===== src/inc/asc_pkg.sv =====
// Package for the ADC conversion sequencer: timing counts, enums and carriers.
// Assumes a 100 MHz system clock and a 12-bit successive-approximation core outside.
package asc_pkg;
    localparam int CLK_MHZ = 100;
    localparam int NCH = 16;
    localparam int DW = 12;
    // Times in nanoseconds, as printed.
    localparam int T_CONV_NS = 1625;
    localparam int T_ACQ0_NS = 375;
    localparam int T_ACQ1_NS = 2375;
    localparam int T_ACQ2_NS = 6375;
    localparam int T_ACQ3_NS = 14375;
    localparam int T_SYNC_NS = 4000;
    localparam int T_DAV_NS = 1000;
    // Least times round up, longest times round down.
    localparam int CYC_CONV = (T_CONV_NS * CLK_MHZ + 999) / 1000;
    localparam int CYC_ACQ0 = (T_ACQ0_NS * CLK_MHZ + 999) / 1000;
    localparam int CYC_ACQ1 = (T_ACQ1_NS * CLK_MHZ + 999) / 1000;
    localparam int CYC_ACQ2 = (T_ACQ2_NS * CLK_MHZ + 999) / 1000;
    localparam int CYC_ACQ3 = (T_ACQ3_NS * CLK_MHZ + 999) / 1000;
    localparam int CYC_SYNC = (T_SYNC_NS * CLK_MHZ) / 1000;
    localparam int CYC_DAV = (T_DAV_NS * CLK_MHZ + 999) / 1000;
    localparam int CW = 12;
    // Sync delay actually used, well inside the longest allowed.
    localparam logic [CW-1:0] SYNC_CNT = 12'h004;
    localparam logic [1:0] RATE_FAST = 2'h0;
    localparam logic [DW-1:0] RESULT_RST = 12'h000;
    localparam logic [NCH-1:0] DIFF_MASK = 16'h000f;

    typedef enum logic [5:0] {
        ASC_IDLE = 6'h01,
        ASC_SYNC = 6'h02,
        ASC_ACQ = 6'h04,
        ASC_CONV = 6'h08,
        ASC_NAP = 6'h10,
        ASC_DONE = 6'h20
    } asc_state_t;

    // Configuration as written by the host, with its write strobes.
    typedef struct packed {
        logic conversion_mode_bit;
        logic [1:0] rate_select_field;
        logic [NCH-1:0] chan_sel;
        logic [1:0] diff_pair;
    } asc_cfg_t;

    typedef struct packed {
        logic cfg_wr;
        logic internal_convert_bit;
        logic chan_sel_wr;
        logic thresh_wr;
    } asc_wr_t;
endpackage : asc_pkg


===== src/design/asc_sequencer.sv =====
// Conversion sequencer for a 16-channel multiplexed SAR ADC with double-buffered results.
// Assumes all inputs synchronous to mclk_i; the SAR core answers with a done pulse.
//
// Summary of operation
// - Start on trigger pin fall or convert bit
// - New trigger aborts and restarts from first channel
// - Direct mode converts each selected channel once
// - Auto mode repeats selected channels ascending forever
// - Mode change or selection or threshold write halts
// - Convert bit with mode change returns idle
// - Channel result copied into its holding register
// - Last channel moves all holding values out
// - Result update waits while shift-out busy
// - Single-ended binary, differential twos complement
// - Rate field sets acquisition time per conversion
// - Nap between conversions unless rate is fastest
// - Per-channel rate is rate over channel count
// - Up to 4 us sync after trigger
// - Direct mode done sets flag, pin low
// - Direct mode flag clears on read or pin
// - Auto mode pass gives 1 us low pulse
// - Pin trigger aborts at once, as with
// - Out-of-range flags and global alarm pin low
module asc_sequencer
    import asc_pkg::*;
(
    input wire logic mclk_i,
    input wire logic nrst_i,
    input wire logic convert_trigger_pin_i,
    input wire asc_pkg::asc_cfg_t cfg_i,
    input wire asc_pkg::asc_wr_t wr_i,
    input wire logic result_read_i,
    input wire logic [3:0] result_addr_i,
    input wire logic shift_busy_i,
    input wire logic [11:0] sar_data_i,
    input wire logic sar_done_i,
    input wire logic [5:0] range_fault_i,
    output logic [3:0] mux_sel_o,
    output logic sar_start_o,
    output logic sar_diff_o,
    output logic nap_o,
    output logic [11:0] result_o,
    output logic data_available_flag_o,
    output logic data_available_pin_n_o,
    output logic [5:0] alarm_flags_o,
    output logic alarm_n_o
);
    import asc_pkg::*;

    logic [1:0] rst_sync;
    logic rst_n;
    asc_state_t state;
    asc_state_t next_state;
    logic [CW-1:0] cnt;
    logic [CW-1:0] next_cnt;
    logic [3:0] chan;
    logic [3:0] next_chan;
    logic pin_q;
    logic [DW-1:0] hold [NCH];
    logic [DW-1:0] result [NCH];
    logic xfer_pend;
    logic [CW-1:0] dav_cnt;
    logic dav_flag;
    logic mode_q;

    always_ff @(posedge mclk_i or negedge nrst_i)
    begin
        if (!nrst_i)
            rst_sync <= 2'h0;
        else
            rst_sync <= {rst_sync[0], 1'b1};
    end
    assign rst_n = rst_sync[1];

    // Trigger detection and halting conditions.
    wire pin_fall = pin_q && !convert_trigger_pin_i;
    wire trig = pin_fall || wr_i.internal_convert_bit;
    wire mode_chg = wr_i.cfg_wr && (cfg_i.conversion_mode_bit != mode_q);
    wire halt = mode_chg || wr_i.chan_sel_wr || wr_i.thresh_wr;
    wire cancel = halt && wr_i.internal_convert_bit;
    wire none_sel = (cfg_i.chan_sel == 16'h0000);

    // Lowest selected channel at or above a start point, by a priority scan.
    function automatic logic [4:0] find_from(input logic [NCH-1:0] sel, input logic [4:0] from);
        logic [4:0] r;
        r = 5'h10;
        for (int i = NCH - 1; i >= 0; i--)
        begin
            if (sel[i] && (5'(i) >= from))
                r = 5'(i);
        end
        return r;
    endfunction : find_from

    wire [4:0] first_ch = find_from(cfg_i.chan_sel, 5'h00);
    wire [4:0] next_ch = find_from(cfg_i.chan_sel, {1'b0, chan} + 5'h01);
    wire last_ch = next_ch[4];
    wire [CW-1:0] acq_cyc =
        (cfg_i.rate_select_field == 2'h0) ? CW'(CYC_ACQ0) :
        (cfg_i.rate_select_field == 2'h1) ? CW'(CYC_ACQ1) :
        (cfg_i.rate_select_field == 2'h2) ? CW'(CYC_ACQ2) : CW'(CYC_ACQ3);
    wire is_diff = DIFF_MASK[chan] && cfg_i.diff_pair[chan[1]];

    always_comb
    begin
        next_state = state;
        next_cnt = (cnt != '0) ? cnt - CW'(1) : cnt;
        next_chan = chan;
        case (state)
            ASC_IDLE:
                next_cnt = '0;
            ASC_SYNC:
                if (cnt == '0)
                begin
                    next_state = ASC_ACQ;
                    next_chan = first_ch[3:0];
                    next_cnt = acq_cyc - CW'(1);
                end
            ASC_ACQ:
                if (cnt == '0)
                begin
                    next_state = ASC_CONV;
                    next_cnt = CW'(CYC_CONV);
                end
            ASC_CONV:
                if (sar_done_i)
                begin
                    if (!last_ch)
                    begin
                        next_chan = next_ch[3:0];
                        next_state = (cfg_i.rate_select_field != RATE_FAST) ? ASC_NAP : ASC_ACQ;
                        next_cnt = acq_cyc - CW'(1);
                    end
                    else
                        next_state = ASC_DONE;
                end
            ASC_NAP:
                if (cnt == '0)
                begin
                    next_state = ASC_CONV;
                    next_cnt = CW'(CYC_CONV);
                end
            ASC_DONE:
                if (!xfer_pend || !shift_busy_i)
                begin
                    if (mode_q)
                    begin
                        next_state = (cfg_i.rate_select_field != RATE_FAST) ? ASC_NAP : ASC_ACQ;
                        next_chan = first_ch[3:0];
                        next_cnt = acq_cyc - CW'(1);
                    end
                    else
                        next_state = ASC_IDLE;
                end
            default:
                next_state = ASC_IDLE;
        endcase
        // New triggers abort at once, pin triggers included; halts win.
        if (trig && !none_sel)
        begin
            next_state = ASC_SYNC;
            next_cnt = SYNC_CNT;
        end
        if (halt)
            next_state = ASC_IDLE;
    end

    always_ff @(posedge mclk_i or negedge rst_n)
    begin
        if (!rst_n)
        begin
            state <= ASC_IDLE;
            cnt <= '0;
            chan <= 4'h0;
            pin_q <= 1'b1;
            mode_q <= 1'b0;
        end
        else
        begin
            state <= next_state;
            cnt <= next_cnt;
            chan <= next_chan;
            pin_q <= convert_trigger_pin_i;
            if (wr_i.cfg_wr)
                mode_q <= cfg_i.conversion_mode_bit;
        end
    end

    // Two-stage result buffer.
    wire capture = (state == ASC_CONV) && sar_done_i && !trig && !halt;
    wire [DW-1:0] coded = is_diff ? {~sar_data_i[DW-1], sar_data_i[DW-2:0]} : sar_data_i;
    wire pass_end = capture && last_ch;
    wire move = (pass_end || xfer_pend) && !shift_busy_i;

    generate
        for (genvar g = 0; g < NCH; g++)
        begin : g_buf
            always_ff @(posedge mclk_i or negedge rst_n)
            begin
                if (!rst_n)
                begin
                    hold[g] <= RESULT_RST;
                    result[g] <= RESULT_RST;
                end
                else
                begin
                    if (capture && (chan == 4'(g)))
                        hold[g] <= coded;
                    if (move)
                        result[g] <= (pass_end && (chan == 4'(g))) ? coded : hold[g];
                end
            end
        end
    endgenerate

    // Data-available handshake and outputs.
    always_ff @(posedge mclk_i or negedge rst_n)
    begin
        if (!rst_n)
        begin
            xfer_pend <= 1'b0;
            dav_flag <= 1'b0;
            dav_cnt <= '0;
            data_available_pin_n_o <= 1'b1;
            data_available_flag_o <= 1'b0;
            result_o <= RESULT_RST;
            mux_sel_o <= 4'h0;
            sar_start_o <= 1'b0;
            sar_diff_o <= 1'b0;
            nap_o <= 1'b0;
            alarm_flags_o <= 6'h00;
            alarm_n_o <= 1'b1;
        end
        else
        begin
            xfer_pend <= (pass_end || xfer_pend) && shift_busy_i && !trig && !halt;
            if (move && !mode_q)
                dav_flag <= 1'b1;
            else if (result_read_i || pin_fall || mode_q)
                dav_flag <= 1'b0;
            if (move && mode_q)
                dav_cnt <= CW'(CYC_DAV);
            else if (dav_cnt != '0)
                dav_cnt <= dav_cnt - CW'(1);
            data_available_flag_o <= (move && !mode_q) || (dav_flag && !mode_q
                && !result_read_i && !pin_fall);
            data_available_pin_n_o <= !(((move && !mode_q) || (dav_flag && !mode_q
                && !result_read_i && !pin_fall)) || (move && mode_q) || (dav_cnt > CW'(1)));
            result_o <= result[result_addr_i];
            mux_sel_o <= chan;
            sar_start_o <= (next_state == ASC_CONV) && (state != ASC_CONV);
            sar_diff_o <= is_diff;
            nap_o <= (state == ASC_NAP);
            alarm_flags_o <= range_fault_i;
            alarm_n_o <= !(|range_fault_i);
        end
    end
endmodule : asc_sequencer


===== config.mk =====
export PLATFORM = sky130hd
export DESIGN_NAME = asc_sequencer
export DESIGN_NICKNAME = d
export VERILOG_FILES = /design/src/inc/asc_pkg.sv /design/src/design/asc_sequencer.sv
export SDC_FILE = /design/constraint.sdc
export NUM_CORES = 1
export LEC_CHECK = 0
export BUFFER_PORTS_ARGS = -buffer_cell sky130_fd_sc_hd__buf_2
export CAP_MARGIN = 40
export CORE_MARGIN = 1
export CORE_UTILIZATION = 47
export CTS_CLUSTER_SIZE = 25
export DETAILED_ROUTE_END_ITERATION = 7
export HOLD_SLACK_MARGIN = 0.15
export PLACE_DENSITY_LB_ADDON = 0.2
export SYNTH_ARGS = -nofsm -noshare
export SYNTH_HDL_FRONTEND = slang
export SYNTH_SLANG_ARGS = --single-unit

===== constraint.sdc =====
create_clock -name mclk_i -period 40.6 [get_ports mclk_i]
set_input_delay 2.03 -clock mclk_i [delete_from_list [all_inputs] [get_ports mclk_i]]
set_output_delay 2.03 -clock mclk_i [all_outputs]
set_load 0.005 [all_outputs]

; ---- After elaboration in Yosys (flattened, before gate mapping)
; Memories as Yosys holds them, arrays and structs flattened.
; Cells that the tools add are included.
[classes]
add_sub_neg = 4
order_cmp = 20
n_eq_ne = 31
mux = 87
n_bitwise = 2
n_reduce_logical = 100
[op_table]
columns = operator, n
row1 = $mux W12, 29
row2 = $mux W5, 18
row3 = $mux W4, 21
row4 = $logic_and A1 B1 Y1, 66
row5 = $pmux W12 S5, 1
row6 = $bmux W12 S4, 1
row7 = $mux W6, 7
row8 = $ge A4 B5 Y1 const A, 8
row9 = $mux W11, 3
row10 = $eq A4 B4 Y1 const B, 8
row11 = $pmux W6 S5, 1
row12 = $reduce_bool A12 Y1, 2
row13 = $sub A12 B1 Y12 const B, 2
row14 = $ge A3 B5 Y1 const A, 4
row15 = $eq A4 B3 Y1 const B, 4
row16 = $logic_not A16 Y1, 1
row17 = $eq A6 B4 Y1 const B, 2
row18 = $gt A12 B1 Y1 const B, 1
row19 = $logic_not A12 Y1, 1
row20 = $pmux W4 S3, 1
row21 = $sub A11 B1 Y12 const B, 1
row22 = $logic_not A1 Y1, 11
row23 = $ge A1 B5 Y1 const A, 2
row24 = $ge A2 B5 Y1 const A, 2
row25 = other kinds (27), 47
[word_totals]
ff_bits = 452
rom_bits = 16
output_inout_bits = 28
wordCells = 295
n_memories = 1
[memory_table]
columns = memory, words, word_bits, rd, rd_clocked_by_memory_dff, wr, line_no
row1 = (name not given), 16, 1, 1, 0, 0, asc_sequencer.sv:102  ; wire is_diff = DIFF_MASK[chan] && cfg_i.diff_pair[chan[1]];

; ---- Longest topological paths before layout
[depth]
depth_word = 27
mapped_depth = 15

; ---- Worst setup path after synthesis
; OpenSTA, ideal clock, no wires.
[synth_path]
path_type = input port to flip-flop
from = in cfg_i[3] (netlist name)
to = reg result[100] (netlist name)
setup_ps = 125
arrival_time_ps = 4594
required_ps = 40475
setup_slack_ps = 35882
cell_stages = 10
cell_sequence = a221oi_2 > o32ai_1 > or4b_4 > or4_4 > buf_6 > buf_2 > nor2_2 > buf_4 > mux2_2 > mux2_2
[synth_between]
elab_chain_cells = 6
[synth_lines]
columns = item, line_no
row1 = "start, declared", asc_sequencer.sv:30  ; input wire asc_pkg::asc_cfg_t cfg_i,
row2 = $logic_and A1 B1 Y1 *, asc_sequencer.sv:89  ; if (sel[i] && (5'(i) >= from))
row3 = $mux W5 * (2 in a row), asc_sequencer.sv:89
row4 = $logic_and A1 B1 Y1 *, asc_sequencer.sv:192  ; wire pass_end = capture && last_ch;
row5 = $logic_and A1 B1 Y1 / $logic_or A1 B1 Y1 (equally long branches), "asc_sequencer.sv:210, asc_sequencer.sv:193"
row6 = $mux W12 / $logic_and A1 B1 Y1 (equally long branches), "asc_sequencer.sv:210, asc_sequencer.sv:193"
row7 = "end signal, assigned by index", asc_sequencer.sv:210  ; result[g] <= (pass_end && (chan == 4'(g))) ? coded : hold[g];
row8 = "end, declared", asc_sequencer.sv:60  ; logic [DW-1:0] result [NCH];
; Every way passes the cells marked *; elsewhere a longest branch is shown, timed or not.
; A chain may end at the register's enable or synchronous reset.

; ---- Worst setup path after layout
[layout_path]
from = reg chan[0]
to = reg result[114] (netlist name)
[layout_between]
elab_chain_cells = 22
[layout_lines]
columns = item, line_no
row1 = "start, declared", asc_sequencer.sv:56  ; logic [3:0] chan;
row2 = "start signal, assigned", asc_sequencer.sv:182  ; chan <= next_chan;
row3 = $add A4 B1 Y5, asc_sequencer.sv:96  ; wire [4:0] next_ch = find_from(cfg_i.chan_sel, {1'b0, chan} + 5'h01);
row4 = $ge A4 B5 Y1, asc_sequencer.sv:89
row5 = $logic_and A1 B1 Y1, asc_sequencer.sv:89
row6 = $mux W5 (16 in a row), asc_sequencer.sv:89
row7 = $logic_and A1 B1 Y1, asc_sequencer.sv:192
row8 = $logic_and A1 B1 Y1 / $logic_or A1 B1 Y1 (equally long branches), "asc_sequencer.sv:210, asc_sequencer.sv:193"
row9 = $mux W12 / $logic_and A1 B1 Y1 (equally long branches), "asc_sequencer.sv:210, asc_sequencer.sv:193"
; Several ways; a longest one is shown, not always the timed one.

==> results.py <==
metrics = {
    "yosys": {
        "async_flop_share_pct": 100,
        "synth-simple-area-share_pct": 5.57,
        "syn_area_um2": 22200,
        "yosysMostFrequentCell": "mux2_2",
        "muxShareOfSynthArea_pct": 34.0,
        "synthAdderAreaFrac_pct": 0.844,
        "syn_inst": 1656,
        "synth-edff-count": 0,
        "synth_top_family_by_area": "multiplexers",
        "synth_area_per_cell_um2": 13.4,
        "synth_flop_cell": "dfrtp_1",
        "yosys.area.top_type_share_pct": 50.4,
        "synth_xor_area_share_pct": 0.905,
        "ys_ff_latch": 452,
        "synth_compound_area_share_pct": 4.67,
        "synth_area_leaders": "dfrtp_1, mux2_2, mux4_2",
        "yosysUniqueCellTypes": 76,
        "synth_largest_area_cell": "dfrtp_1",
        "synth_common_cells": "mux2_2, dfrtp_1, clkbuf_1",
        "synth_warnings": 0,
        "syn_nets": 1724,
        "seq_area_frac_synth_pct": 50.9,
    },
    "layout": {
        "finalInstanceArea_um2": 25100,
        "nFillCells": 3924,
        "area_delta_synth_final_pct": 12.7,
        "n_antenna_cell": 0,
        "drive_above_1_share_pct": 48.0,
        "nNetsFinal": 1773,
    },
    "drt": {
        "first_pass_iters": 8,
        "drc": 14,
        "antenna_left": 0,
        "drtIter0Drc": 900,
        "wl_um": 53600,
        "routed_via_density": 5.83,
        "num_vias": 13700,
        "wire_per_inst_um": 22.8,
    },
    "critical_path": {
        "r2r_slack_ns": 34.07,
        "critPathCaptureType": "flip-flop",
        "crit_type": "reg2reg",
        "reg2reg_depth": 13,
        "setup.worst_path.start_class": "flip-flop",
        "timing.critical_path.mode_cell": "buf_4",
        "path_delay_family": "simple AND/OR/NAND/NOR gates",
        "worstReg2RegEnd": "result[114]$_DFFE_PN0P_",
        "crit_buf_inv": 4,
        "cp_slowest_cell": "dfrtp_1",
        "crit_chain": "inv_1, ha_1, nor3b_1, a21oi_1, o22ai_1, or4b_4, or4_4, nor2_1, o21ba_4, buf_4, buf_4, buf_12, mux2_2",
        "startpoint": "chan[0]$_DFFE_PN0P_",
        "worstPathMaxFanout": 50,
        "crit_cells": 13,
        "slowest_delay_ns": 0.69,
        "crit_path_end": "result[114]$_DFFE_PN0P_",
        "reg2reg_from": "chan[0]$_DFFE_PN0P_",
        "required_ns": 41.08,
        "critPathArrivalTime_ns": 7.01,
    },
    "global_route": {
        "grt_usage_pct": 23.1,
        "grt_max_degree": 195,
        "grt_pass1_vias": 14100,
        "antenna_found_initial": 0,
        "overflow": 0,
        "grt_pass1_wl_um": 84600,
    },
    "clocking": {
        "clk_pin_slew_ns": 0.06,
        "cts_tree": "done",
        "clockRootBuffer": "clkbuf_16",
        "cts_resized": 0,
        "hold_buffers": 0,
        "cts_made_buffers": 49,
        "clk-insertion-delay-late_ns": 0.60,
        "cts.path.max_buffers": 3,
        "htree_levels": 2,
        "clock_sinks": 452,
        "post_cts_buffers": 0,
    },
    "sta": {
        "tightest_slew_ns": 1.04,
        "finalWorstPathRequiredPeriod_ns": 6.53,
        "tns_ns": 0,
        "relSlewSlack_pct": 30.5,
        "period_share_pct": 16.1,
        "setup_viol": 0,
        "fin_skew_ns": 0.0196,
        "rsz0062_at_grt": "no",
        "final_hold_viol_count": 0,
        "max_freq_mhz": 153,
        "slew_violations": 0,
    },
    "floorplanning": {
        "dieArea_um2": 48200,
        "die_x_um": 220,
        "ios": 81,
        "num_rows": 79,
        "die_y_um": 220,
        "core_um2": 46700,
        "initial_core_util_pct": 47.7,
    },
    "placed_design": {
        "placed_area_um2": 23400,
        "io_buffers": 80,
        "gp_congestion": 0.903,
        "dpl.hpwl_um": 35000,
    },
    "pwr": {
        "power.static_leakage_nw": 12.1,
        "ir_drop_v": 0.0000284,
        "power_mw": 0.989,
        "power_density_nw_per_um2": 39.5,
    },
    "status": {
        "violations": "DRC",
        "status": "finished, violations left",
    },
    "hold_path": {
        "min_path_type": "reg2async",
    },
    "run": {
        "maxCapViolations": 0,
    },
}
## cell families after synthesis
logic type | Yosys count
multiplexers | 609
flip-flops | 452
AND/OR/NAND/NOR | 243
AO/OA/AOI/OAI | 163
buffers and inverters | 150
XOR/XNOR | 23
adder cells (fa/ha/maj) | 15
other | 1
## worst reg2reg max path, stage by stage (launching register included)
cell	delay, ns
dfrtp_1	0.69
inv_1	0.23
ha_1	0.57
nor3b_1	0.50
a21oi_1	0.20
o22ai_1	0.30
or4b_4	0.53
or4_4	0.61
nor2_1	0.23
o21ba_4	0.69
buf_4	0.62
buf_4	0.57
buf_12	0.30
mux2_2	0.39
## layout by cell type, fill, tap and decap left out, drive strengths merged, types with 9 or more instances in the layout
cell / count
xor2: 14
xnor2: 9
or3: 10
nand3: 18
a31oi: 13
nor3: 16
nand2: 59
clkbuf: 69
a21oi: 41
nor4: 13
ha: 15
o21ai: 48
nor2: 68
mux2: 547
mux4: 60
dfrtp: 448
inv: 24
clkinv: 12
buf: 124
## sequential cells by signal, indices dropped and copies added (netlist names), 2 cells and up
name / count
alarm_flags_o: 6
chan: 4
cnt: 12
dav_cnt: 12
hold: 192
mux_sel_o: 4
result: 192
result_o: 12
rst_sync: 2
state: 6
## power by group
part           total (mW)  leakage [nW]  switching (mW)  internal, mW
Sequential          0.459          6.23         0.00544         0.454
Combinational      0.0728          5.08          0.0503        0.0225
Clock               0.457         0.811           0.187         0.271
## worst min-delay path by stage
stage / start / end / slack [ns] / depth (start not counted)
detailed placement: rst_sync[1]$_DFF_PN0_ / alarm_flags_o[5]$_DFF_PN0_ / 0.25 / 0
global placement: rst_sync[1]$_DFF_PN0_ / alarm_flags_o[4]$_DFF_PN0_ / 0.24 / 0
floorplan: rst_sync[0]$_DFF_PN0_ / rst_sync[1]$_DFF_PN0_ / 0.33 / 0
CTS: rst_sync[1]$_DFF_PN0_ / alarm_flags_o[5]$_DFF_PN0_ / 0.25 / 0
finish: rst_sync[1]$_DFF_PN0_ / result[93]$_DFFE_PN0P_ / 0.24 / 0
global route: rst_sync[1]$_DFF_PN0_ / alarm_flags_o[3]$_DFF_PN0_ / 0.27 / 0
## final cells by class
type / count / area (um^2) / area share [%]
Sequential cell: 452 / 11300 / 45.1
Multi-Input combinational cell: 1054 / 10200 / 40.9
Clock buffer: 69 / 1420 / 5.67
Timing Repair Buffer: 124 / 983 / 3.92
Tap cell: 607 / 759 / 3.03
Clock inverter: 21 / 250 / 0.998
Inverter: 24 / 90.1 / 0.359
## metrics by stage
step	util [%]	setup slack (ns)	hold slack, ns	cells
after CTS	53.7	34.04	0.254	2351
after detailed placement	50.2	33.91	0.250	2261
after global routing	53.7	33.72	0.272	2351
after floorplan	-	27.08	0.331	1656
after global placement	49.2	33.87	0.241	2234
final	53.7	34.07	0.237	2351
## metal layers
layer	share of wire [%]	global-route usage [%]	routed length, um	vias up
li1	-	-	-	6172
met2	47	36.4	25200	297
met1	46	32.7	24700	7161
met3	4.6	4.28	2450	80
met5	0	0	0	-
met4	2.3	6.21	1240	0
(Power assumes the default switching activity.)
